===== config.mk =====
export PLATFORM = sky130hd
export DESIGN_NAME = device_identification_registers
export DESIGN_NICKNAME = d
export VERILOG_FILES = /design/src/core/id_regs_pkg.sv /design/src/core/id_word_mux.sv /design/src/core/device_identification_registers.sv
export SDC_FILE = /design/constraint.sdc
export NUM_CORES = 1
export LEC_CHECK = 0
export CAP_MARGIN = 10
export CORE_AREA = 2 2 39 41
export DETAILED_ROUTE_END_ITERATION = 16
export DIE_AREA = 0 0 41 43
export DONT_BUFFER_PORTS = 1
export SYNTH_ARGS = -nofsm -noshare
export SYNTH_HDL_FRONTEND = slang
export SYNTH_SLANG_ARGS = --single-unit

===== constraint.sdc =====
create_clock -name core_clk -period 2.9 [get_ports core_clk]
set_clock_uncertainty 0.15 [all_clocks]
set_input_delay 0.435 -clock core_clk [delete_from_list [all_inputs] [get_ports core_clk]]
set_output_delay 0.435 -clock core_clk [all_outputs]
set_load 0.005 [all_outputs]

===== src/core/id_regs_pkg.sv =====
// constants for the identification register bank
// How it works
// - four identification words live in the extended special register space.
// - all four words are read only; writes never change them.
// - maker word holds maker code above a fixed five-bit 00011 pattern.
// - chip word holds a twelve-bit device code above a revision nibble.
// - memory word: type in bits 15..12, size below, capacity four times size.
// - type codes: 0 none, 1 ROM, 2 standard flash, 3 fast flash.
// - after init the size reads 0d0h (832 Kbyte) and type fast flash.
// - supply byte in bits 7..0 reads 40h, meaning 5 V.
// - programming descriptor upper byte reads zero: no external high voltage.
// - fields are guaranteed only once flash initialization has completed.
// - boot select high at the first edge after reset release means init done, words ready immediately.
// - software polls bits 15 and 14 of memory word; cleared when init done.
// - before init memory word reads f0d0h, programming word reads 0040h.
package id_regs_pkg;
    // =========================================================
    // addresses
    localparam logic [15:0] ADDR_PROG  = 16'hf078;
    localparam logic [15:0] ADDR_MEM   = 16'hf07a;
    localparam logic [15:0] ADDR_CHIP  = 16'hf07c;
    localparam logic [15:0] ADDR_MAKER = 16'hf07e;
    // =========================================================
    // field layout and values
    localparam int          MAKER_LSB      = 5;
    localparam logic [4:0]  MAKER_PATTERN  = 5'h03;
    localparam int          CHIP_LSB       = 4;
    localparam int          TYPE_LSB       = 12;
    localparam logic [3:0]  TYPE_NONE      = 4'h0;
    localparam logic [3:0]  TYPE_ROM       = 4'h1;
    localparam logic [3:0]  TYPE_STD_FLASH = 4'h2;
    localparam logic [3:0]  TYPE_FAST_FLASH= 4'h3;
    localparam logic [11:0] SIZE_FINAL     = 12'h0d0;
    localparam logic [3:0]  TYPE_PROVISION = 4'hf;
    localparam logic [7:0]  SUPPLY_LEVEL   = 8'h40;
    localparam logic [7:0]  HV_LEVEL       = 8'h00;
    localparam logic [15:0] MEM_PROVISION  = 16'hf0d0;
    localparam logic [15:0] MEM_FINAL      = 16'h30d0;
    localparam logic [15:0] PROG_VALUE     = 16'h0040;
    localparam logic [15:0] RDATA_RESET    = 16'h0000;
endpackage : id_regs_pkg


===== src/core/id_word_mux.sv =====
// read selector over the four identification words
`timescale 1ns/1ps
module id_word_mux
    import id_regs_pkg::*;
(
    input  wire logic [15:0] addr,
    input  wire logic [15:0] maker_word,
    input  wire logic [15:0] chip_word,
    input  wire logic [15:0] mem_word,
    input  wire logic [15:0] prog_word,
    output logic             hit,
    output logic      [15:0] word
);
    import id_regs_pkg::*;

    always_comb
    begin
        hit  = 1'b1;
        word = 16'h0000;
        unique case (addr)
            ADDR_MAKER: word = maker_word;
            ADDR_CHIP:  word = chip_word;
            ADDR_MEM:   word = mem_word;
            ADDR_PROG:  word = prog_word;
            default:    hit  = 1'b0;
        endcase
    end
endmodule : id_word_mux


===== src/core/device_identification_registers.sv =====
// identification register bank with flash-init gating
`timescale 1ns/1ps
module device_identification_registers
    import id_regs_pkg::*;
#(
    // arbitrary neutral identity values
    parameter logic [10:0] MAKER_CODE = 11'h155,
    parameter logic [11:0] CHIP_CODE  = 12'h5a5,
    parameter logic [3:0]  REVISION   = 4'h1
)
(
    input  wire logic        core_clk,
    input  wire logic        rst_b,
    input  wire logic        external_boot_select_pin,
    input  wire logic        flash_init_done,
    input  wire logic        rd_en,
    input  wire logic        wr_en,
    input  wire logic [15:0] addr,
    input  wire logic [15:0] wdata,
    output logic      [15:0] rdata,
    output logic             rvalid,
    output logic             addr_hit
);
    import id_regs_pkg::*;

    // =========================================================
    // init state
    logic        ready_q;
    logic        init_ok;
    logic        rst_b_prev_q;
    logic [15:0] rdata_q;
    logic        rvalid_q;
    logic        hit_q;
    logic        sel_hit;
    logic [15:0] sel_word;
    logic [15:0] maker_word;
    logic [15:0] chip_word;
    logic [15:0] mem_word;
    logic [15:0] prog_word;

    always_ff @(posedge core_clk)
    begin
        rst_b_prev_q <= rst_b;
    end

    // boot pin level caught at the first edge after reset release
    always_ff @(posedge core_clk)
    begin
        if (!rst_b)
            ready_q <= 1'b0;
        else if (!rst_b_prev_q && external_boot_select_pin)
            ready_q <= 1'b1;
        else if (flash_init_done)
            ready_q <= 1'b1;
    end

    // =========================================================
    // words
    assign maker_word = {MAKER_CODE, MAKER_PATTERN};
    assign chip_word  = {CHIP_CODE, REVISION};
    // strap counts from the first edge: internal boot never reads provisional
    assign init_ok    = ready_q
                      | (!rst_b_prev_q & external_boot_select_pin);
    // provisional word sets both poll bits until init completes
    assign mem_word   = init_ok
                      ? {TYPE_FAST_FLASH, SIZE_FINAL}
                      : MEM_PROVISION;
    assign prog_word  = {HV_LEVEL, SUPPLY_LEVEL};

    id_word_mux u_mux
    (
        .addr       (addr),
        .maker_word (maker_word),
        .chip_word  (chip_word),
        .mem_word   (mem_word),
        .prog_word  (prog_word),
        .hit        (sel_hit),
        .word       (sel_word)
    );

    // =========================================================
    // read port; writes have no path into any word
    always_ff @(posedge core_clk)
    begin
        if (!rst_b)
        begin
            rdata_q  <= RDATA_RESET;
            rvalid_q <= 1'b0;
            hit_q    <= 1'b0;
        end
        else
        begin
            rvalid_q <= rd_en;
            hit_q    <= rd_en & sel_hit;
            if (rd_en)
                rdata_q <= sel_word;
        end
    end

    assign rdata    = rdata_q;
    assign rvalid   = rvalid_q;
    assign addr_hit = hit_q;

    // =========================================================
    // checks
    a_mem_provisional: assert property
        (@(posedge core_clk) disable iff (!rst_b)
         rd_en && addr == ADDR_MEM && !init_ok
         |=> rdata == MEM_PROVISION)
        else $error("provisional memory word wrong");

    a_mem_final: assert property
        (@(posedge core_clk) disable iff (!rst_b)
         rd_en && addr == ADDR_MEM && init_ok
         |=> rdata == MEM_FINAL)
        else $error("final memory word wrong");

    a_poll_bits: assert property
        (@(posedge core_clk) disable iff (!rst_b)
         rd_en && addr == ADDR_MEM
         |=> (rdata[15:14] == 2'b00) == $past(init_ok))
        else $error("poll bits disagree with init");

    a_init_latency: assert property
        (@(posedge core_clk) disable iff (!rst_b)
         flash_init_done
         |=> ready_q)
        else $error("init not taken next cycle");

    a_init_sticky: assert property
        (@(posedge core_clk) disable iff (!rst_b)
         ready_q
         |=> ready_q)
        else $error("init state fell back");

    // no disable here: the antecedent spans the release edge itself
    a_strap_boot: assert property
        (@(posedge core_clk)
         !rst_b ##1 rst_b && external_boot_select_pin
         |=> ready_q)
        else $error("internal boot not ready");

    a_boot_read: assert property
        (@(posedge core_clk) disable iff (!rst_b)
         rd_en && addr == ADDR_MEM && !rst_b_prev_q
         && external_boot_select_pin
         |=> rdata == MEM_FINAL)
        else $error("first read after internal boot provisional");

    a_prog_word: assert property
        (@(posedge core_clk) disable iff (!rst_b)
         rd_en && addr == ADDR_PROG
         |=> rdata == PROG_VALUE)
        else $error("programming word wrong");

    a_supply_byte: assert property
        (@(posedge core_clk) disable iff (!rst_b)
         rd_en && addr == ADDR_PROG
         |=> rdata[7:0] == SUPPLY_LEVEL)
        else $error("supply level byte wrong");

    a_hv_level: assert property
        (@(posedge core_clk) disable iff (!rst_b)
         rd_en && addr == ADDR_PROG
         |=> rdata[15:8] == HV_LEVEL)
        else $error("high voltage level not zero");

    a_maker_pattern: assert property
        (@(posedge core_clk) disable iff (!rst_b)
         rd_en && addr == ADDR_MAKER
         |=> rdata[4:0] == MAKER_PATTERN)
        else $error("maker pattern wrong");

    a_chip_word: assert property
        (@(posedge core_clk) disable iff (!rst_b)
         rd_en && addr == ADDR_CHIP
         |=> rdata == {CHIP_CODE, REVISION})
        else $error("chip word wrong");

    // codes above fast flash are reserved and never reported once init is done
    a_type_code: assert property
        (@(posedge core_clk) disable iff (!rst_b)
         rd_en && addr == ADDR_MEM && init_ok
         |=> rdata[15:12] <= TYPE_FAST_FLASH)
        else $error("reserved memory type reported");

    a_size_field: assert property
        (@(posedge core_clk) disable iff (!rst_b)
         rd_en && addr == ADDR_MEM
         |=> rdata[11:0] == SIZE_FINAL)
        else $error("memory size field wrong");

    a_write_ignored: assert property
        (@(posedge core_clk) disable iff (!rst_b)
         wr_en && !rd_en
         |=> $stable(rdata))
        else $error("write changed read data");

    a_unmapped_read: assert property
        (@(posedge core_clk) disable iff (!rst_b)
         rd_en && !sel_hit
         |=> rdata == 16'h0000 && !addr_hit)
        else $error("unmapped read not zero");

    a_read_answer: assert property
        (@(posedge core_clk) disable iff (!rst_b)
         rd_en
         |=> rvalid && addr_hit == $past(sel_hit))
        else $error("read answer missing");

    // =========================================================
    // coverage
    c_poll_done: cover property (@(posedge core_clk) disable iff (!rst_b)
        rd_en && addr == ADDR_MEM && !ready_q ##[1:20] ready_q);

    c_ext_boot: cover property (@(posedge core_clk)
        !rst_b ##1 rst_b && !external_boot_select_pin);

    c_chip_read: cover property (@(posedge core_clk) disable iff (!rst_b)
        rd_en && addr == ADDR_CHIP);

    c_first_edge_read: cover property (@(posedge core_clk)
        rst_b && !rst_b_prev_q && rd_en);

    c_write_attempt: cover property (@(posedge core_clk) disable iff (!rst_b)
        wr_en && addr == ADDR_MAKER);
endmodule : device_identification_registers


# Word-level counts from Yosys, hierarchy flattened
# Index checks and enable logic that the tools add are counted.
[totals]
ff_bits = 20
input_bits = 38
elab_cells = 21
[classes]
n_eq_ne = 4
n_mux = 5
n_bitwise = 3
n_reduce_logical = 4
[ops]
columns = ["op", "n"]
rows = [
  ["$eq A16 B16 Y1 const B", 4],
  ["$pmux W16 S4", 1],
  ["$mux W16", 1],
  ["$reduce_or A4 Y1", 1],
  ["$mux W1", 3],
  ["$and A1 B1 Y1", 2],
  ["$reduce_bool A2 Y1", 1],
  ["$logic_and A1 B1 Y1", 1],
  ["$logic_not A1 Y1", 1],
  ["$or A1 B1 Y1", 1],
]

# Longest topological paths before layout
[logic_depth]
depth_word = 5
depth_mapped = 5
ltp_nobuf = 4

# Cells and area by module
# Synthesis repeated with hierarchy kept, for this count alone.
[hier_totals]
hier_cells = 105
hier_area_um2 = 1410.1
[by_module_without_submodules]
columns = ["mod", "instances", "cells_per_inst", "area_per_inst_um2"]
rows = [
  ["device_identification_registers", 1, 62, 737.0],
  ["id_word_mux", 1, 43, 673.1],
]

# Worst setup path after synthesis
# Ideal clock, no wire load.
[synth_timing]
kind = "input to register"
startpoint = "in addr[7]"
endpoint = "reg rdata_q[5] (netlist: rdata[5])"
setup_time_ps = 70
arrival_ps = 1604
slack_ps = 1076
cell_stages = 4
path_cell_list = "or4b_4 -> nor4_4 -> nand4_1 -> a21boi_1"
[synth_via]
elab_chain_cells = 2
[synth_rtl]
columns = ["element", "line", "rtl"]
rows = [
  ["from (decl)", "device_identification_registers.sv:18", "input wire logic [15:0] addr,"],
  ["$eq A16 B16 Y1", "id_word_mux.sv:20", "unique case (addr)"],
  ["$pmux W16 S4 (*)", "id_word_mux.sv:20", ""],
  ["to (signal assigned)", "device_identification_registers.sv:96", "rdata_q <= sel_word;"],
  ["to (decl)", "device_identification_registers.sv:31", "logic [15:0] rdata_q;"],
]
# Mark *: on every way between the ends. The rest lies on a longest branch, timed or not.
# A chain may end at the register's enable or synchronous reset.

# Worst setup path after layout
[layout_timing]
startpoint = "in addr[7]"
endpoint = "reg rdata_q[11] (netlist: rdata[11])"
# Same word-level chain as after synthesis.

==> results.yml <==
cells_and_area:
  antenna_cells: 0
  synthToLayoutAreaGrowth_pct: -3.43
  drive_above_1_share: 0.130
  nets: 93
  fin_area_um2: 528
power_and_ir_drop:
  p_total_w: 0.000266
  power.switching_w: 0.0000524
  swShare: 0.197
  power.share.clock: 0.373
  powerDensity_nw_per_um2: 504
  p_leak_nw: 0.202
  pwr-share-seq: 0.580
  ir_drop_v: 0.000144
  p_int_w: 0.000214
  p_comb_frac: 0.047
detailed_routing:
  routedWlPerCell_um: 13.0
  drc: 0
  dr.first_iter.drc_count: 4
  drt_pre_antenna_iters: 4
  via_per_inst: 5.17
  ant_nets: 0
  route.vias.total: 362
  routed_wl_um: 907
placement:
  numPortBuffers: 0
  placed_cell_area_um2: 502
  dp_hpwl_um: 716
  gp_congestion: 0.656
worst_setup_path:
  r2r_end: "rdata[15]"
  rrSetupSlack_ps: 1730
  crit_type: "input port to flop"
  r2r-start: "rst_b_prev_q"
  cp.required_ps: 2940
  arrival_ps: 1700
  reg2reg_depth: 4
  crit_path_max_fanout: 8
  endpoint_kind: "flop"
  critical_path.startpoint_type: "input port"
cts:
  htree_levels: 1
  insertion_delay_ps: 260
  post_cts_resized: 0
  cts_setup_buffers: 0
  cts_root_buf: "clkbuf_4"
  cts_tree: "yes"
  path_clk_slew_ps: 70
  cts.path.max_buffers: 2
  cts_hold_buf: 0
  cts_sinks: 11
  numCtsBuffers: 3
status:
  status: "finished clean"
synthesis:
  ys.flop_type: "dfxtp_1"
  synth_cell_types: 23
  ys_top_cells_by_count: "11 x dfxtp_1, 9 x buf_4, 5 x nand2_1, 5 x nand3_1"
  synthCells: 58
  async_reset_ff_frac: 0
  synth_largest_area_cell: "dfxtp_1"
  seq_area_frac_synth: 0.403
  yosys-top-cells-area: "dfxtp_1 40%, buf_4 12%, a21boi_1 5.5%, nand2b_1 4.6%, nand3_1 4.6%"
  synthDominantCellAreaShare: 0.403
  synth-seq-cells: 11
  syn-cell-area_um2: 547
  yosys_warnings: 0
  synth.avg_cell_area_um2: 9.43
  yosysMostFrequentCell: "dfxtp_1"
  synth-edff-count: 0
die:
  rows: 14
  die_y_um: 43
  core_um2: 1380
  io_pins: 56
  die_w_um: 41
  start_util: 0.395
  dieArea_um2: 1760
global_routing:
  track_usage: 0.126
  grt-ovfl-total: 0
  antenna_found_initial: 0
  grt_pass1_wl_um: 1430
  grt_max_degree: 13
  grt_pass1_vias: 350
sta:
  rsz0062_at_grt: "no"
  fin_crit_ps: 1660
  setup-violations-final: 0
  fin_crit_sh: 0.571
  hold_viol_final: 0
  finalSetupTns_ps: 0
  fmaxAchievable_mhz: 604
  drv_slew: 0
hold_path:
  min_to: "rst_b_prev_q"
  min_path_type: "input port to flop"
  hold_path_startpoint: "rst_b"
  hold_depth: 0
run:
  cap_viol_max_count: 0
==> worst max-delay path: stages <==
cell and delay [ps]:
or4b_4 530, nor4_4 450, nand3_1 120, a21boi_1 160
==> logic make-up after synthesis <==
group,Yosys count,share of synthesized area
AO/OA/AOI/OAI,7,0.0892
XOR/XNOR,1,0.0160
buffers and inverters,12,0.146
flip-flops,11,0.403
other,1,0.00686
AND/OR/NAND/NOR,26,0.339
==> layout make-up <==
| cell class | instances | area, um2 |
|---|---|---|
| Clock buffer | 4 | 26.3 |
| Multi-Input combinational cell | 38 | 258 |
| Tap cell | 16 | 20.0 |
| Sequential cell | 11 | 220 |
| Fill cell | 140 | 856 |
| Inverter | 1 | 3.75 |
==> metrics by stage <==
| stage | utilization | hold slack (ps) | std cells | setup slack [ps] |
|---|---|---|---|---|
| after global routing | 0.382 | 24.2 | 70 | 1180 |
| after CTS | 0.382 | 38.0 | 70 | 1220 |
| after detailed placement | 0.363 | 313 | 66 | 948 |
| after global placement | 0.363 | 313 | 66 | 962 |
| after floorplan | - | 303 | 61 | 1080 |
| final | 0.382 | 48.8 | 70 | 1240 |
==> power by group through the flow <==
stage	Combinational (W)	Clock, W	Sequential (W)
after global routing	0.0000134	0.000113	0.000155
after floorplan	0.0000183	0	0.000158
after global placement	0.0000121	0	0.000158
after detailed placement	0.0000125	0	0.000158
after CTS	0.0000125	0.000105	0.000155
final	0.0000124	0.0000994	0.000155
==> cells in the final DEF, fill, tap and decap left out <==
master and count:
inv_1 1, clkbuf_4 3, conb_1 4, clkbuf_1 1
dfxtp_1 11, xor2_1 1, o21ai_1 1, nand4_1 1
or4bb_4 1, nand2b_1 4, nor2b_1 2, a21boi_1 4
o21ai_0 1, nor4_4 1, or4b_4 1, o31a_1 1
nor4b_1 1, and2_2 1, nand3b_1 3, nand4b_1 1
nand3_1 5, nand2_1 5
==> state kept, by name, summed over array words and instances (netlist names) <==
signal,flops
addr_hit,1
rvalid,1
ready_q,1
rst_b_prev_q,1
rdata,7
==> routing by layer <==
| metal | vias to the layer above | GRT usage | share of wire | routed length [um] |
|---|---|---|---|---|
| li1 | 178 | - | - | - |
| met1 | 174 | 0.118 | 0.33 | 299 |
| met2 | 8 | 0.178 | 0.57 | 517 |
| met3 | 2 | 0.0733 | 0.083 | 75 |
| met4 | 0 | 0.120 | 0.015 | 14 |
| met5 | - | 0 | 0 | 0 |
==> worst max path at each step <==
stage,slack (ps),to,cells past startpoint,startpoint
final,1240,rdata[11],4,addr[7]
after global placement,960,rdata[14],4,addr[7]
after global routing,1180,rdata[13],4,addr[7]
after detailed placement,950,rdata[11],4,addr[7]
after floorplan,1080,rdata[5],4,addr[7]
after CTS,1220,rdata[11],4,addr[7]
Power figures use the tool's default switching activity.
